**src/stc_pkg.sv**
```systemverilog
package stc_pkg;

    // ************************************************
    // clock and timing
    // ************************************************
    localparam int unsigned CLK_HZ      = 100_000_000; // system clock rate
    localparam int unsigned SUB_DIV_DEF = 3052;        // sub clock divide, plain default
    localparam int unsigned SUB_W       = 12;          // sub divider width

    // ************************************************
    // register byte addresses
    // ************************************************
    localparam logic [7:0] ADDR_CTRL_FIRST  = 8'h00; // timer_control_first
    localparam logic [7:0] ADDR_CTRL_SECOND = 8'h04; // timer_control_second
    localparam logic [7:0] ADDR_CNT_LOW     = 8'h08; // counter_low_byte
    localparam logic [7:0] ADDR_CNT_HIGH    = 8'h0c; // counter_high_byte
    localparam logic [7:0] ADDR_CMPA_LOW    = 8'h10; // compare_a_low_byte
    localparam logic [7:0] ADDR_CMPA_HIGH   = 8'h14; // compare_a_high_byte
    localparam logic [7:0] ADDR_CMPP        = 8'h18; // compare_p_upper_value
    localparam logic [7:0] ADDR_FLAGS       = 8'h1c; // event flags, write one to clear

    // ************************************************
    // field positions
    // ************************************************
    localparam int unsigned CTRL0_LSB  = 3; // first control bits 7..3 stored
    localparam int unsigned FLAG_A_BIT = 0; // compare_a_flag position
    localparam int unsigned FLAG_P_BIT = 1; // compare_p_flag position

    // ************************************************
    // encodings
    // ************************************************
    typedef enum logic [1:0] {
        MODE_COMPARE = 2'h0, // compare match output
        MODE_UNDEF   = 2'h1, // undefined
        MODE_PWM     = 2'h2, // pwm or single pulse
        MODE_TIMER   = 2'h3  // timer/counter
    } stc_mode_e;

    localparam logic [2:0] CLK_SYS_DIV4   = 3'h0; // system_clock / 4
    localparam logic [2:0] CLK_SYS        = 3'h1; // system_clock
    localparam logic [2:0] CLK_HIGH_DIV16 = 3'h2; // high_speed_clock / 16
    localparam logic [2:0] CLK_HIGH_DIV64 = 3'h3; // high_speed_clock / 64
    localparam logic [2:0] CLK_SUB_A      = 3'h4; // sub_clock
    localparam logic [2:0] CLK_SUB_B      = 3'h5; // sub_clock
    localparam logic [2:0] CLK_EXT_RISE   = 3'h6; // external pin rising edge
    localparam logic [2:0] CLK_EXT_FALL   = 3'h7; // external pin falling edge

    localparam logic [1:0] ACT_NONE   = 2'h0; // compare: no change / pwm: inactive
    localparam logic [1:0] ACT_LOW    = 2'h1; // compare: low / pwm: active
    localparam logic [1:0] ACT_HIGH   = 2'h2; // compare: high / pwm: waveform
    localparam logic [1:0] ACT_TOGGLE = 2'h3; // compare: toggle / single pulse

    localparam logic [5:0] PRE_DIV4  = 6'h03; // prescaler masks
    localparam logic [5:0] PRE_DIV16 = 6'h0f;
    localparam logic [5:0] PRE_DIV64 = 6'h3f;
    localparam logic [16:0] FULL_SPAN = 17'h10000; // 65536 clocks

    // ************************************************
    // register layouts
    // ************************************************
    typedef struct packed {
        logic       count_pause;         // bit 7
        logic [2:0] clock_source_select; // bits 6..4
        logic       timer_run;           // bit 3
    } stc_ctrl0_s;

    typedef struct packed {
        stc_mode_e  operating_mode_select; // bits 7..6
        logic [1:0] pin_action_select;     // bits 5..4
        logic       output_initial_level;  // bit 3
        logic       output_invert;         // bit 2
        logic       duty_period_swap;      // bit 1
        logic       clear_source_select;   // bit 0
    } stc_ctrl1_s;

    // whole block state, registered in one place
    typedef struct packed {
        stc_ctrl0_s        c0;       // first control
        stc_ctrl1_s        c1;       // second control
        logic [15:0]       cmpa;     // compare_a_value
        logic [7:0]        cmpp;     // compare_p_value
        logic [15:0]       cnt;      // live counter
        logic              run_prev; // run bit one cycle ago
        logic [5:0]        pre;      // free prescaler
        logic [SUB_W-1:0]  sub;      // sub clock divider
        logic [2:0]        ext_sync; // pin synchroniser and delay
        logic              level;    // output level before invert
        logic              pin;      // timer_output_pin
        logic              flag_a;   // compare_a_flag
        logic              flag_p;   // compare_p_flag
        logic              pready;   // apb answer
        logic              pslverr;  // apb error
        logic [31:0]       prdata;   // apb read data
    } stc_state_s;

    localparam stc_state_s STATE_RESET = '0; // everything powers up at zero

endpackage

```
**src/stc_timer.sv**
```systemverilog
`timescale 1ns/10ps
module stc_timer #(
    parameter int unsigned SUB_DIV = stc_pkg::SUB_DIV_DEF // sub clock divide
) (
    // clock and reset
    input  wire logic        clk,
    input  wire logic        arst_n,
    // apb slave
    input  wire logic        psel,
    input  wire logic        penable,
    input  wire logic        pwrite,
    input  wire logic [7:0]  paddr,
    input  wire logic [31:0] pwdata,
    input  wire logic [3:0]  pstrb,
    output logic [31:0]      prdata,
    output logic             pready,
    output logic             pslverr,
    // pins
    input  wire logic        external_count_input,
    output logic             timer_output_pin,
    // event flags
    output logic             compare_a_flag,
    output logic             compare_p_flag
);

    // ************************************************
    // elaboration check
    // ************************************************
    // the sub divider must fit its counter and tick at all
    if (SUB_DIV < 2 || SUB_DIV > (1 << stc_pkg::SUB_W)) begin : g_bad_div
        $error("SUB_DIV out of range");
    end

    localparam logic [stc_pkg::SUB_W-1:0] SUB_LAST =
        stc_pkg::SUB_W'(SUB_DIV - 1); // last divider count

    // ************************************************
    // state and working signals
    // ************************************************
    stc_pkg::stc_state_s s_reg;     // registered state
    stc_pkg::stc_state_s s_next;    // next state
    logic                acc;       // apb access phase
    logic                take;      // first access cycle, answer prepared
    logic                we;        // write takes effect now
    logic                mapped;    // address decodes
    logic [7:0]          rd;        // read byte
    logic [7:0]          wb;        // write byte
    logic                tick;      // selected clock active edge
    logic                sub_tick;  // sub clock enable
    logic                run;       // timer_run
    logic                rise;      // run low to high
    logic                count_en;  // counter advances now
    logic [16:0]         nv;        // counter plus one
    logic                a_hit;     // comparator A match
    logic                p_hit;     // comparator P match
    logic                clr;       // counter clears instead of steps
    logic                pwm_mode;  // pwm or single pulse mode
    logic                single;    // single pulse selected
    logic                ev_a;      // A flag event
    logic                ev_p;      // P flag event
    logic                active;    // pwm active level
    logic [16:0]         duty;      // pwm duty span
    logic                pwm_on;    // pwm in active part

    // ************************************************
    // next state
    // ************************************************
    // one process holds all behaviour; the flop stage below only registers it
    always_comb begin
        s_next   = s_reg;
        rd       = 8'h00;
        wb       = pwdata[7:0];
        mapped   = 1'b1;
        tick     = 1'b0;
        duty     = 17'h00000;
        acc      = psel & penable;
        take     = acc & ~s_reg.pready;
        we       = acc & s_reg.pready & pwrite & ~s_reg.pslverr & pstrb[0];
        run      = s_reg.c0.timer_run;
        rise     = run & ~s_reg.run_prev;
        pwm_mode = (s_reg.c1.operating_mode_select == stc_pkg::MODE_PWM);
        single   = pwm_mode & (s_reg.c1.pin_action_select == stc_pkg::ACT_TOGGLE);
        active   = s_reg.c1.output_initial_level;

        // dividers run freely so every rate is a one-cycle enable
        s_next.pre = s_reg.pre + 6'h01;
        sub_tick   = (s_reg.sub == SUB_LAST);
        s_next.sub = sub_tick ? '0 : s_reg.sub + 1'b1;

        // pin passes two flops before the edge detector reads it
        s_next.ext_sync = {s_reg.ext_sync[1:0], external_count_input};

        // counting clock selection
        case (s_reg.c0.clock_source_select)
            stc_pkg::CLK_SYS_DIV4: begin
                tick = (s_reg.pre[1:0] == stc_pkg::PRE_DIV4[1:0]);
            end
            stc_pkg::CLK_SYS: begin
                tick = 1'b1;
            end
            stc_pkg::CLK_HIGH_DIV16: begin
                tick = (s_reg.pre[3:0] == stc_pkg::PRE_DIV16[3:0]);
            end
            stc_pkg::CLK_HIGH_DIV64: begin
                tick = (s_reg.pre == stc_pkg::PRE_DIV64);
            end
            stc_pkg::CLK_SUB_A, stc_pkg::CLK_SUB_B: begin
                tick = sub_tick;
            end
            stc_pkg::CLK_EXT_RISE: begin
                tick = s_reg.ext_sync[1] & ~s_reg.ext_sync[2];
            end
            stc_pkg::CLK_EXT_FALL: begin
                tick = ~s_reg.ext_sync[1] & s_reg.ext_sync[2];
            end
            default: begin
                tick = 1'b0;
            end
        endcase

        // ************************************************
        // counter and comparators
        // ************************************************
        // the rise cycle only zeroes, so counting starts cleanly after it
        count_en = run & ~s_reg.c0.count_pause & tick & ~rise;
        nv       = {1'b0, s_reg.cnt} + 17'h00001;
        // compare A zero never matches, so overflow alone raises no A flag
        a_hit    = count_en & (s_reg.cmpa != 16'h0000)
                 & (nv[15:0] == s_reg.cmpa);
        // P compares the upper byte; zero means the 65536 overflow
        if (s_reg.cmpp == 8'h00) begin
            p_hit = count_en & nv[16];
        end else begin
            p_hit = count_en & (nv[15:8] == s_reg.cmpp) & (nv[7:0] == 8'h00);
        end

        // clear source and flag qualification per mode
        if (pwm_mode) begin
            // the period register clears, the clear source bit is not looked at
            clr  = s_reg.c1.duty_period_swap ? a_hit : p_hit;
            ev_p = p_hit;
        end else begin
            clr  = s_reg.c1.clear_source_select ? a_hit : p_hit;
            ev_p = p_hit & ~s_reg.c1.clear_source_select;
        end
        ev_a = a_hit;

        if (rise) begin
            s_next.cnt = 16'h0000;
        end else if (count_en) begin
            s_next.cnt = clr ? 16'h0000 : nv[15:0];
        end
        // paused or stopped: counter simply keeps its value
        s_next.run_prev = run;

        // ************************************************
        // output waveform
        // ************************************************
        // duty span for the pwm comparison, period follows from the clear
        if (s_reg.c1.duty_period_swap) begin
            duty = (s_reg.cmpp == 8'h00) ? stc_pkg::FULL_SPAN
                 : {1'b0, s_reg.cmpp, 8'h00};
        end else begin
            duty = {1'b0, s_reg.cmpa};
        end
        // duty at or past the period stays active all period
        pwm_on = ({1'b0, s_reg.cnt} < duty);

        case (s_reg.c1.operating_mode_select)
            stc_pkg::MODE_COMPARE: begin
                if (rise) begin
                    s_next.level = s_reg.c1.output_initial_level;
                end else if (a_hit) begin
                    // driving the level already shown leaves the pin still
                    case (s_reg.c1.pin_action_select)
                        stc_pkg::ACT_LOW:    s_next.level = 1'b0;
                        stc_pkg::ACT_HIGH:   s_next.level = 1'b1;
                        stc_pkg::ACT_TOGGLE: s_next.level = ~s_reg.level;
                        default:             s_next.level = s_reg.level;
                    endcase
                end
            end
            stc_pkg::MODE_PWM: begin
                case (s_reg.c1.pin_action_select)
                    stc_pkg::ACT_NONE:   s_next.level = ~active;
                    stc_pkg::ACT_LOW:    s_next.level = active;
                    stc_pkg::ACT_HIGH:   s_next.level = pwm_on ? active : ~active;
                    stc_pkg::ACT_TOGGLE: s_next.level = run ? active : ~active;
                    default:             s_next.level = s_reg.level;
                endcase
            end
            default: begin
                // timer mode and the undefined code leave the level alone
                s_next.level = s_reg.level;
            end
        endcase
        // invert only outside timer mode; the pin is undefined there anyway
        s_next.pin = s_next.level
                   ^ (s_reg.c1.output_invert
                      & (s_reg.c1.operating_mode_select != stc_pkg::MODE_TIMER));

        // a single pulse ends at compare A: hardware drops the run bit
        if (single & a_hit) begin
            s_next.c0.timer_run = 1'b0;
        end

        // ************************************************
        // apb read and write
        // ************************************************
        case (paddr)
            stc_pkg::ADDR_CTRL_FIRST:  rd = {s_reg.c0, 3'b000};
            stc_pkg::ADDR_CTRL_SECOND: rd = s_reg.c1;
            stc_pkg::ADDR_CNT_LOW:     rd = s_reg.cnt[7:0];
            stc_pkg::ADDR_CNT_HIGH:    rd = s_reg.cnt[15:8];
            stc_pkg::ADDR_CMPA_LOW:    rd = s_reg.cmpa[7:0];
            stc_pkg::ADDR_CMPA_HIGH:   rd = s_reg.cmpa[15:8];
            stc_pkg::ADDR_CMPP:        rd = s_reg.cmpp;
            stc_pkg::ADDR_FLAGS: begin
                rd[stc_pkg::FLAG_A_BIT] = s_reg.flag_a;
                rd[stc_pkg::FLAG_P_BIT] = s_reg.flag_p;
            end
            default: mapped = 1'b0;
        endcase

        // one wait state: answer registered in the first access cycle
        s_next.pready  = take;
        s_next.pslverr = take & ~mapped;
        if (take) begin
            s_next.prdata = {24'h000000, rd};
        end

        // writes land at the edge where pready is seen high
        if (we) begin
            case (paddr)
                stc_pkg::ADDR_CTRL_FIRST: begin
                    // software write to the run bit wins over the pulse end
                    s_next.c0 = wb[7:stc_pkg::CTRL0_LSB];
                end
                stc_pkg::ADDR_CTRL_SECOND: s_next.c1 = wb;
                stc_pkg::ADDR_CMPA_LOW:    s_next.cmpa[7:0] = wb;
                stc_pkg::ADDR_CMPA_HIGH:   s_next.cmpa[15:8] = wb;
                stc_pkg::ADDR_CMPP:        s_next.cmpp = wb;
                default: begin
                    // counter bytes are read only, flags handled below
                end
            endcase
        end

        // flags: a new event beats a clear in the same cycle
        s_next.flag_a = ev_a | (s_reg.flag_a
                      & ~(we & (paddr == stc_pkg::ADDR_FLAGS) & wb[stc_pkg::FLAG_A_BIT]));
        s_next.flag_p = ev_p | (s_reg.flag_p
                      & ~(we & (paddr == stc_pkg::ADDR_FLAGS) & wb[stc_pkg::FLAG_P_BIT]));
    end

    // ************************************************
    // state register
    // ************************************************
    // everything resets to zero, matching the power-on values
    always_ff @(posedge clk or negedge arst_n) begin
        if (!arst_n) begin
            s_reg <= stc_pkg::STATE_RESET;
        end else begin
            s_reg <= s_next;
        end
    end

    // ************************************************
    // outputs straight from flops
    // ************************************************
    assign prdata           = s_reg.prdata;
    assign pready           = s_reg.pready;
    assign pslverr          = s_reg.pslverr;
    assign timer_output_pin = s_reg.pin;
    assign compare_a_flag   = s_reg.flag_a;
    assign compare_p_flag   = s_reg.flag_p;

endmodule

```
**config.mk**
```make
export PLATFORM = sky130hd
export DESIGN_NAME = stc_timer
export DESIGN_NICKNAME = d
export VERILOG_FILES = /design/src/stc_pkg.sv /design/src/stc_timer.sv
export SDC_FILE = /design/constraint.sdc
export NUM_CORES = 1
export LEC_CHECK = 0
export BUFFER_PORTS_ARGS = -buffer_cell sky130_fd_sc_hd__clkbuf_2
export CORE_MARGIN = 5
export CORE_UTILIZATION = 45
export DETAILED_ROUTE_END_ITERATION = 8
export PLACE_DENSITY = 0.65
export SLEW_MARGIN = 20
export SYNTH_ARGS = -nofsm -noshare
export SYNTH_HDL_FRONTEND = slang
export SYNTH_SLANG_ARGS = --single-unit
```
**constraint.sdc**
```tcl
create_clock -name clk -period 5.9 [get_ports clk]
set_input_delay 0.295 -clock clk [delete_from_list [all_inputs] [get_ports clk]]
set_output_delay 0.295 -clock clk [all_outputs]
set_load 0.02 [all_outputs]
```
==> qor.txt, run 1 <==
Hold Startpoint -> external_count_input
share of cells above drive strength 1 -> 16.0%
crit-path max FO -> 15
setup tns final -> 0 ns
crit path launch -> s_reg[60]
port buffer count -> 35
Int Power -> 0.961 mW
endpoints failing hold -> 0
CTS H-tree lvls -> 3
VDD IR-drop max -> 0.196 mV
clock root cell -> clkbuf_16
number of max-cap violations -> 0
max reg flops -> 72
Yosys warnings -> 0
Slew headroom -> 32.2%
Die Y -> 126 µm
crit-path cells -> ha_1 -> nand3_2 -> nor4_1 -> xnor3_1 -> o211ai_1 -> nor4_1 -> a21oi_2 -> o21ai_1 -> o211ai_1
Ports -> 87
Post-DP Area -> 6210 µm²
initial DRC count -> 438
vias in the first global route -> 4872
pwr dens -> 195 nW/µm²
die width -> 126 µm
Vias/cell -> 6.04
data arrival time of the critical path -> 4.27 ns
Net Sw Power -> 0.310 mW
Leakage -> 2.91 nW
drt drc -> 0
switching power share of the total -> 24.4%
DRT antenna net count -> 0
clock power share -> 46.4%
CTS tree -> yes
post-synthesis cell type count -> 67
number of diodes -> 0
Die ar. -> 16000 µm²
routed wire length -> 16600 µm
Setup crit start kind -> flop
Core Area -> 13200 µm²
Worst setup EP type -> flop
Gate power share -> 5.0%
via count -> 5028
Design Area, Final -> 6520 µm²
Mean Syn Cell Area -> 9.47 µm²
Worst Clk Skew -> 0.00677 ns
Seq pwr share -> 48.6%
Async S/R FF share, synth -> 100%
critical path's slowest cell -> nor4_1
Period minus WS final -> 4.03 ns
global-route wire length before repair -> 26800 µm
Final Net Count -> 721
post-synthesis cell area -> 6100 µm²
total track usage -> 21.1%
status -> completed
Finish-stage setup viols -> 0
largest net degree at the start of global routing -> 64
RSZ-0062 raised after global routing -> no
Synth Register Bits -> 89
Top FF cell, synth -> dfrtp_1
Synth top area share -> 36.5%
worst-skew pair later-pin latency -> 0.36 ns
Tightest Pin Transition -> 1.01 ns
fin crit share -> 68.3%
grt total ovfl -> 0
CP required -> 6.13 ns
Pwr Total -> 1.27 mW
clock sink total -> 89
post-DR wirelength/cell -> 19.9 µm
row cnt -> 42
gpl congestion -> 0.948
hpwl dp -> 12100 µm
post-synthesis sequential area ratio -> 36.5%
kind of critical path -> reg -> reg
Longest Clk Path Bufs -> 2
Worst Hold Class -> in -> reg
fmax -> 0.248 GHz
Starting Density -> 46.0%
Max Transition Viols Final -> 0
Post-synth EDFFs -> 0
Num CTS Buffers -> 9
reg2reg start -> s_reg[60]
DRT Pass-1 Iters -> 5
Mapped Cells -> 644
initial antenna violation count -> 0
Area growth, synth to finish -> 6.98%
Reg clk slew, reported paths -> 0.07 ns
leading area contributor after synthesis -> dfrtp_1
critical path's largest stage delay -> 0.69 ns
top post-synthesis cells by area -> dfrtp_1 (37%), mux2_2 (6.5%), nand2_1 (4.6%)
[layout make-up]
cell class	count	area (µm²)
Fill cell	1226	6720
Sequential cell	89	2230
Timing Repair Buffer	37	195
Tap cell	176	220
Clock buffer	9	225
Inverter	12	45.0
Multi-Input combinational cell	503	3540
Clock inverter	6	73.8
[logic make-up (layout without fill, tap and decap cells)]
family,after synthesis,after routing,synth area share [%]
AOI/OAI and AO/OA,112,112,13.2
other,1,24,0.0615
xor gates and xnor gates,41,41,7.24
DFF,89,89,36.5
and+or+nand+nor,256,256,22.1
buffers and inverters,75,64,6.94
muxes,51,51,10.1
adders and majority gates,19,19,3.90
[synthesized netlist by cell type (10+ instances only)]
| cell type | n |
|---|---|
| inv_1 | 12 |
| mux2i_1 | 11 |
| dfrtp_1 | 89 |
| buf_2 | 11 |
| xnor2_1 | 22 |
| clkbuf_1 | 17 |
| and2_1 | 11 |
| nor4_1 | 10 |
| ha_1 | 19 |
| nor2_1 | 48 |
| xor2_1 | 13 |
| o221ai_1 | 15 |
| nor2b_1 | 13 |
| nand3_1 | 29 |
| buf_4 | 34 |
| a21oi_1 | 15 |
| o21ai_0 | 18 |
| nand2b_1 | 12 |
| mux2_2 | 35 |
| nand2_1 | 74 |
[placed cells by master (no fill, tap or decap), types with 4 or more instances in the layout]
| master | Yosys | routed |
|---|---|---|
| dfrtp_1 | 89 | 89 |
| nand2_1 | 74 | 74 |
| nor2_1 | 48 | 47 |
| mux2_2 | 35 | 35 |
| clkbuf_2 | 0 | 34 |
| nand3_1 | 29 | 29 |
| conb_1 | 1 | 24 |
| xnor2_1 | 22 | 22 |
| ha_1 | 19 | 19 |
| o21ai_0 | 18 | 18 |
| a21oi_1 | 15 | 15 |
| o221ai_1 | 15 | 15 |
| xor2_1 | 13 | 13 |
| nor2b_1 | 13 | 13 |
| nand2b_1 | 12 | 12 |
| inv_1 | 12 | 12 |
| mux2i_1 | 11 | 11 |
| and2_1 | 11 | 11 |
| nor4_1 | 10 | 10 |
| and3_1 | 9 | 9 |
| nand4_1 | 9 | 9 |
| nor3_1 | 9 | 9 |
| clkbuf_16 | 0 | 9 |
| a31oi_1 | 8 | 8 |
| o211ai_1 | 8 | 8 |
| a22oi_1 | 7 | 7 |
| a22o_1 | 7 | 7 |
| xnor3_1 | 6 | 6 |
| a211oi_1 | 5 | 5 |
| nand4b_1 | 5 | 5 |
| mux4_2 | 5 | 5 |
| a32oi_1 | 4 | 4 |
| or3_1 | 4 | 4 |
[worst max-delay path, delay by kind of cell (launching register included)]
| kind | cells | cell delay, ns |
|---|---|---|
| xor gates and xnor gates | 1 | 0.23 |
| AOI/OAI and AO/OA | 4 | 1.06 |
| DFF | 1 | 0.59 |
| adders and majority gates | 1 | 0.34 |
| and+or+nand+nor | 3 | 1.65 |
[path summary, 6_finish.rpt]
| check | depth (start not counted) | slack [ns] | to |
|---|---|---|---|
| worst max-delay path | 9 | 1.87 | s_reg[69] |
| worst min-delay path | 1 | 0.04 | s_next[39] |
| worst max register to register | 9 | 1.87 | s_reg[69] |
| worst min register to register | 0 | 0.35 | s_next[40] |
| max in group asynchronous | 3 | 4.40 | s_reg[84] |
| min in group asynchronous | 2 | 0.39 | s_reg[67] |
[per-layer routing]
layer  up-vias  GRT usage, %  wire [µm]
met1      2492          29.1       7210
met3        26          5.04       1200
met2       198          32.7       7790
met4         0          6.81        358
met5         -             0          0
li1       2312             -          -
[per-stage QoR]
stage / cells / worst slack, ns / util [%] / hold slack [ns]
6_report: 832 / 1.87 / 49.3 / 0.0382
5_1_grt: 832 / 1.39 / 49.3 / 0.0356
4_1_cts: 832 / 1.90 / 49.2 / 0.0327
3_5_place_dp: 816 / 1.90 / 46.9 / 0.241
3_3_place_gp: 816 / 2.06 / 46.9 / 0.229
2_1_floorplan: 667 / 3.00 / - / -0.000591
[power by group through the flow]
stage	Clock [mW]	Combinational, mW	Sequential [mW]
floorplan	0	0.0465	0.630
global placement	0	0.0631	0.629
detailed placement	0	0.0638	0.629
CTS	0.603	0.0644	0.617
global route	0.639	0.0708	0.618
finish	0.590	0.0638	0.618
[repair_timing]
item	4_1_cts	5_1_grt
buffers inserted	0	0
gates resized for setup	0	0
endpoints found under the hold margin	26	0
hold buffers	1	0
No activity file was read; power rests on OpenSTA's default activity.
==> inputs of run 2 (changes only) <==
==> constraint.sdc (replaced) <==
create_clock -name clk -period 4.2 [get_ports clk]
set_input_delay 0.21 -clock clk [delete_from_list [all_inputs] [get_ports clk]]
set_output_delay 0.21 -clock clk [all_outputs]
set_load 0.02 [all_outputs]
==> run 2 against run 1 <==
  * Core utilization grew 0.74 points
  * First-iteration DRC count grew 15%
  * Flip-flop and latch count is the same
  * Largest power group unchanged
  * Sequential power grew 40%
  * Highest routed layer unchanged
  * Wire length shrank 0.84%
  * Via count grew 0.99%
  * Power grew 43%
  * Sequential share of layout area shrank 0.50 points
  * Die area is the same
  * Clock-buffer cell count is the same
==> qor.txt, run 2 (same netlist as run 1, synthesis figures left out) <==
hpwl dp -> 12200 µm
initial antenna violation count -> 0
Setup crit start kind -> flop
setup tns final -> 0 ns
Finish-stage setup viols -> 0
Die Y -> 126 µm
Max Used Layer -> met4
met3 routed WL -> 1100 µm
data arrival time of the critical path -> 3.73 ns
CTS tree -> yes
endpoints failing hold -> 0
Reg clk slew, reported paths -> 0.07 ns
Tightest Pin Transition -> 0.967 ns
Final Net Count -> 731
commonest non-fill, non-tap cell in the layout -> dfrtp_1
initial DRC count -> 504
row cnt -> 42
kind of critical path -> reg -> reg
commonest cells after routing, fill and taps aside -> dfrtp_1 (89), nand2_1 (74), nor2_1 (48)
drt drc -> 0
largest net degree at the start of global routing -> 59
Max Transition Viols Final -> 0
vias in the first global route -> 4871
grt total ovfl -> 0
global-route wire length before repair -> 26300 µm
CP required -> 4.47 ns
crit-path max FO -> 15
number of max-cap violations -> 0
max reg flops -> 72
Period minus WS final -> 3.46 ns
clock sink total -> 89
post-DR wirelength/cell -> 19.5 µm
routed length on met2 -> 7780 µm
via count -> 5078
CTS H-tree lvls -> 3
Num CTS Buffers -> 9
Ports -> 87
fin crit share -> 82.4%
Leakage -> 2.98 nW
DRT antenna net count -> 0
Vias/cell -> 6.02
Starting Density -> 46.0%
Slew headroom -> 35.0%
Die ar. -> 16000 µm²
worst-skew pair later-pin latency -> 0.35 ns
Final Instance Count excl. Fillers -> 843
port buffer count -> 35
DRT met1 WL -> 7240 µm
fmax -> 0.289 GHz
Core Area -> 13200 µm²
RSZ-0062 raised after global routing -> no
Worst Hold Class -> in -> reg
Area growth, synth to finish -> 8.58%
routed wire length -> 16400 µm
die width -> 126 µm
status -> completed
VDD IR-drop max -> 0.276 mV
share of cells above drive strength 1 -> 17.1%
gpl congestion -> 0.925
WHS -> 0.153 ns
clock root cell -> clkbuf_16
total track usage -> 20.6%
DRT Pass-1 Iters -> 5
Worst Clk Skew -> 0.0100 ns
number of diodes -> 0
Worst setup EP type -> flop
placed insts -> 825
pwr dens -> 275 nW/µm²
Longest Clk Path Bufs -> 2
==> run 2: where the power goes <==
| part | total, mW | leakage [nW] | internal, mW | switching, mW |
|---|---|---|---|---|
| registers | 0.867 | 1.19 | 0.863 | 0.00488 |
| logic | 0.0912 | 1.63 | 0.0226 | 0.0686 |
| clock network | 0.860 | 0.154 | 0.480 | 0.380 |
==> run 2: area by class of cell <==
cell class	instances	area [µm²]
Fill cell	1246	6620
Multi-Input combinational cell	503	3530
Sequential cell	89	2230
Timing Repair Buffer	47	273
Clock buffer	9	225
Tap cell	176	220
Clock inverter	7	96.3
Inverter	12	45.0
==> run 2: per-stage QoR <==
step	power, mW	util (%)	area, µm²	worst slack, ns
global placement	0.973	47.4	6280	0.809
detailed placement	0.974	47.4	6280	0.797
floorplan	0.950	-	6180	1.30
global route	1.89	50.0	6620	0.380
finish	1.82	50.0	6620	0.740
CTS	1.85	50.0	6620	0.772
==> run 2: worst max-delay path: stages (launching register included) <==
cell and delay [ns]:
dfrtp_1 0.59, ha_1 0.34, nand3_2 0.26, nor4_1 0.32, buf_4 0.18, xnor3_1 0.20, o211ai_1 0.13, nor4_1 0.07
buf_4 0.16, a21oi_2 0.60, o21ai_1 0.28, o211ai_1 0.22
==> run 2: final timing paths <==
check / end / slack [ns] / from / cells after the start
min reg2reg: s_next[40] / 0.35 / s_next[39] / 0
max in group asynchronous: s_reg[92] / 2.80 / arst_n / 3
min: s_reg[102] / 0.15 / pwdata[2] / 2
max: s_reg[69] / 0.74 / s_reg[60] / 11
max reg2reg: s_reg[69] / 0.74 / s_reg[60] / 11
min in group asynchronous: s_reg[67] / 0.47 / arst_n / 2
==> run 2: per-layer routing <==
| metal | global-route usage [%] | vias to the layer above |
|---|---|---|
| met5 | 0 | - |
| met4 | 6.50 | 0 |
| met3 | 4.08 | 27 |
| met2 | 33.0 | 202 |
| met1 | 28.3 | 2511 |
| li1 | - | 2338 |
==> run 2: what timing repair did <==
item                                   CTS  global route
endpoints found under the hold margin   58             0
hold buffers                             2             0
buffers inserted                         0             0
gates resized for setup                  0             0
==> inputs of run 3 (changes only) <==
--- a/config.mk
+++ b/config.mk
@@ -5,11 +5,12 @@
 export SDC_FILE = /design/constraint.sdc
 export NUM_CORES = 1
 export LEC_CHECK = 0
+export ABC_AREA = 1
 export BUFFER_PORTS_ARGS = -buffer_cell sky130_fd_sc_hd__clkbuf_2
 export CORE_MARGIN = 5
 export CORE_UTILIZATION = 45
 export DETAILED_ROUTE_END_ITERATION = 8
-export PLACE_DENSITY = 0.65
+export PLACE_DENSITY = 0.68
 export SLEW_MARGIN = 20
 export SYNTH_ARGS = -nofsm -noshare
 export SYNTH_HDL_FRONTEND = slang
==> constraint.sdc (replaced) <==
create_clock -name clk -period 3.1 [get_ports clk]
set_input_delay 0.155 -clock clk [delete_from_list [all_inputs] [get_ports clk]]
set_output_delay 0.155 -clock clk [all_outputs]
set_load 0.02 [all_outputs]
==> run 3 against run 2 <==
  * Fmax rose by 23%
  * Non-clock buffer count fell by 4
  * Register-to-register slack got worse by 0.45 ns
  * Worst hold slack got worse by 0.014 ns
  * Flip-flop and latch count did not move
  * Highest routed layer unchanged
  * Critical path type unchanged
  * Die area fell by 3.8%
  * Critical endpoint is now s_reg[65]
  * Critical path depth rose by 4
  * Worst setup slack got worse by 0.45 ns
  * Clock-buffer cell count rose by 2
  * Clock power rose by 24%
==> qor.txt, run 3 <==
status -> completed
Worst Clk Skew -> 0.00698 ns
Synth Register Bits -> 89
synth cell count leaders -> nand2_1 (229), inv_1 (98), dfrtp_1 (89)
Vias/cell -> 5.19
Top FF cell, synth -> dfrtp_1
Starting Density -> 46.1%
critical path's slowest cell -> dfrtp_1
max reg flops -> 72
Fill cells -> 1293
row cnt -> 41
Max Transition Viols Final -> 0
Core Area -> 12700 µm²
Mean Syn Cell Area -> 7.29 µm²
top post-synthesis cells by area -> dfrtp_1 (38%), nand2_1 (15%), inv_1 (6.3%)
commonest non-fill, non-tap cell in the layout -> nand2_1
cts repair resizes -> 0
Tightest Pin Transition -> 0.739 ns
CP Buf/Inv Count -> 0
fin crit share -> 90.5%
crit-path max FO -> 16
die width -> 124 µm
via count -> 5254
total track usage -> 21.4%
Ports -> 87
clock root cell -> clkbuf_16
CP Depth -> 15
Finish-stage setup viols -> 0
port buffer count -> 35
worst-skew pair later-pin latency -> 0.35 ns
endpoints failing hold -> 0
Die ar. -> 15400 µm²
Slew headroom -> 50.6%
largest net degree at the start of global routing -> 62
Die Y -> 124 µm
post-synthesis sequential area ratio -> 38.1%
CTS tree -> yes
VDD IR-drop max -> 0.294 mV
Design Area, Final -> 6380 µm²
Post-synth EDFFs -> 0
initial antenna violation count -> 0
grt total ovfl -> 0
Post-DP Area -> 6070 µm²
vias in the first global route -> 4844
DRT Pass-1 Iters -> 5
Async S/R FF share, synth -> 100%
number of diodes -> 0
critical path's most frequent cell -> nand2_1
DRT antenna net count -> 0
leading area contributor after synthesis -> dfrtp_1
number of max-cap violations -> 0
fmax -> 0.356 GHz
Longest Clk Path Bufs -> 2
initial DRC count -> 547
pwr dens -> 368 nW/µm²
Hold Crit Depth -> 3
RSZ-0062 raised after global routing -> no
routed wire length -> 15300 µm
Period minus WS final -> 2.81 ns
Synth top area share -> 38.1%
clock sink total -> 89
post-DR wirelength/cell -> 15.1 µm
critical path's largest stage delay -> 0.48 ns
CTS H-tree lvls -> 3
Mapped Cells -> 802
Yosys warnings -> 0
Num CTS Buffers -> 9
Setup crit start kind -> flop
Worst setup EP type -> flop
drt drc -> 0
crit-path cells -> ha_1 -> nand2_1 -> nor2_4 -> nand2_1 -> and2_4 -> nor2_1 -> nand2_1 -> nor2_1 -> o21ai_1 -> nor2_1 -> nand3_1 -> nand2_2 -> nand3_4 -> nand3b_1 -> nand2_1
top-count cell post-synth -> nand2_1
Leakage -> 3.09 nW
Reg clk slew, reported paths -> 0.07 ns
gpl congestion -> 1.02
post-synthesis cell area -> 5840 µm²
kind of critical path -> reg -> reg
post-synthesis cell type count -> 43
Area growth, synth to finish -> 9.14%
share of cells above drive strength 1 -> 10.8%
data arrival time of the critical path -> 3.05 ns
Worst Hold Class -> in -> reg
Reg2Reg Depth -> 15
global-route wire length before repair -> 25000 µm
setup tns final -> 0 ns
commonest cells after routing, fill and taps aside -> nand2_1 (229), inv_1 (98), dfrtp_1 (89)
hpwl dp -> 12000 µm
Top Family by Delay on Critical Path -> simple AND/OR/NAND/NOR gates
CP required -> 3.34 ns
Final Net Count -> 905
-- run 3: changes by cell type after synthesis, moves of 20 or more --
cell	before	now
inv_1	12	98
nand2_1	74	229
mux2_2	35	2
o21ai_0	18	70
xnor2_1	22	2
nand3_1	29	53
-- run 3: power breakdown --
group          switching (mW)  leakage [nW]  internal [mW]
Sequential            0.00565          1.20           1.17
Combinational          0.0838          1.75         0.0256
Clock                   0.476         0.146          0.592
Total                   0.565          3.09           1.78
-- run 3: through the flow --
step                      hold slack [ns]  power (mW)  instances  util [%]  worst slack, ns
final                               0.139        2.35       1013      50.3            0.294
after detailed placement            0.274        1.30        995      47.9            0.343
after global placement              0.264        1.30        995      47.9            0.412
after global routing                0.177        2.43       1013      50.3         0.000635
after floorplan                    -0.141        1.27        825         -            0.829
after CTS                           0.134        2.37       1013      50.3            0.304
-- run 3: worst paths after layout --
path                             from    endpoint  slack [ns]
setup / recovery            s_reg[60]   s_reg[65]        0.29
hold / removal              pwdata[0]  s_reg[100]        0.14
setup reg to reg            s_reg[60]   s_reg[65]        0.29
hold reg to reg            s_next[39]  s_next[40]        0.35
max in group asynchronous      arst_n   s_reg[68]        1.96
min in group asynchronous      arst_n   s_reg[53]        0.43
-- run 3: kinds of logic after synthesis --
family | share of synthesized area (%)
simple gates | 31.5
mux | 0.385
xor+xnor | 2.63
compound gates | 11.6
fa+ha+maj | 4.07
buf+inv | 11.6
flops | 38.1
other cells | 0.0642
-- run 3: cell type report --
type | instances | area [µm²] | share of cell area [%]
Timing Repair Buffer | 43 | 243 | 3.81
Inverter | 101 | 379 | 5.94
Multi-Input combinational cell | 592 | 3030 | 47.4
Sequential cell | 89 | 2230 | 34.9
Tap cell | 172 | 215 | 3.37
Clock buffer | 11 | 253 | 3.96
Clock inverter | 5 | 36.3 | 0.569
-- run 3: worst min-delay path: stages --
cell and delay, ns:
clkbuf_2 0.07, inv_1 0.07, o21ai_0 0.15
-- run 3: timing repair --
action | 4_1_cts | 5_1_grt
hold buffers | 2 | 0
endpoints found under the hold margin | 60 | 0
setup buffers | 0 | 0
-- run 3: per-layer routing --
| layer | part of all wire (%) | track usage (%) | wire length (µm) |
|---|---|---|---|
| met5 | 0 | 0 | 0 |
| met3 | 7.9 | 4.72 | 1210 |
| met1 | 46 | 30.6 | 7060 |
| met4 | 2.8 | 8.15 | 430 |
| met2 | 43 | 31.9 | 6630 |
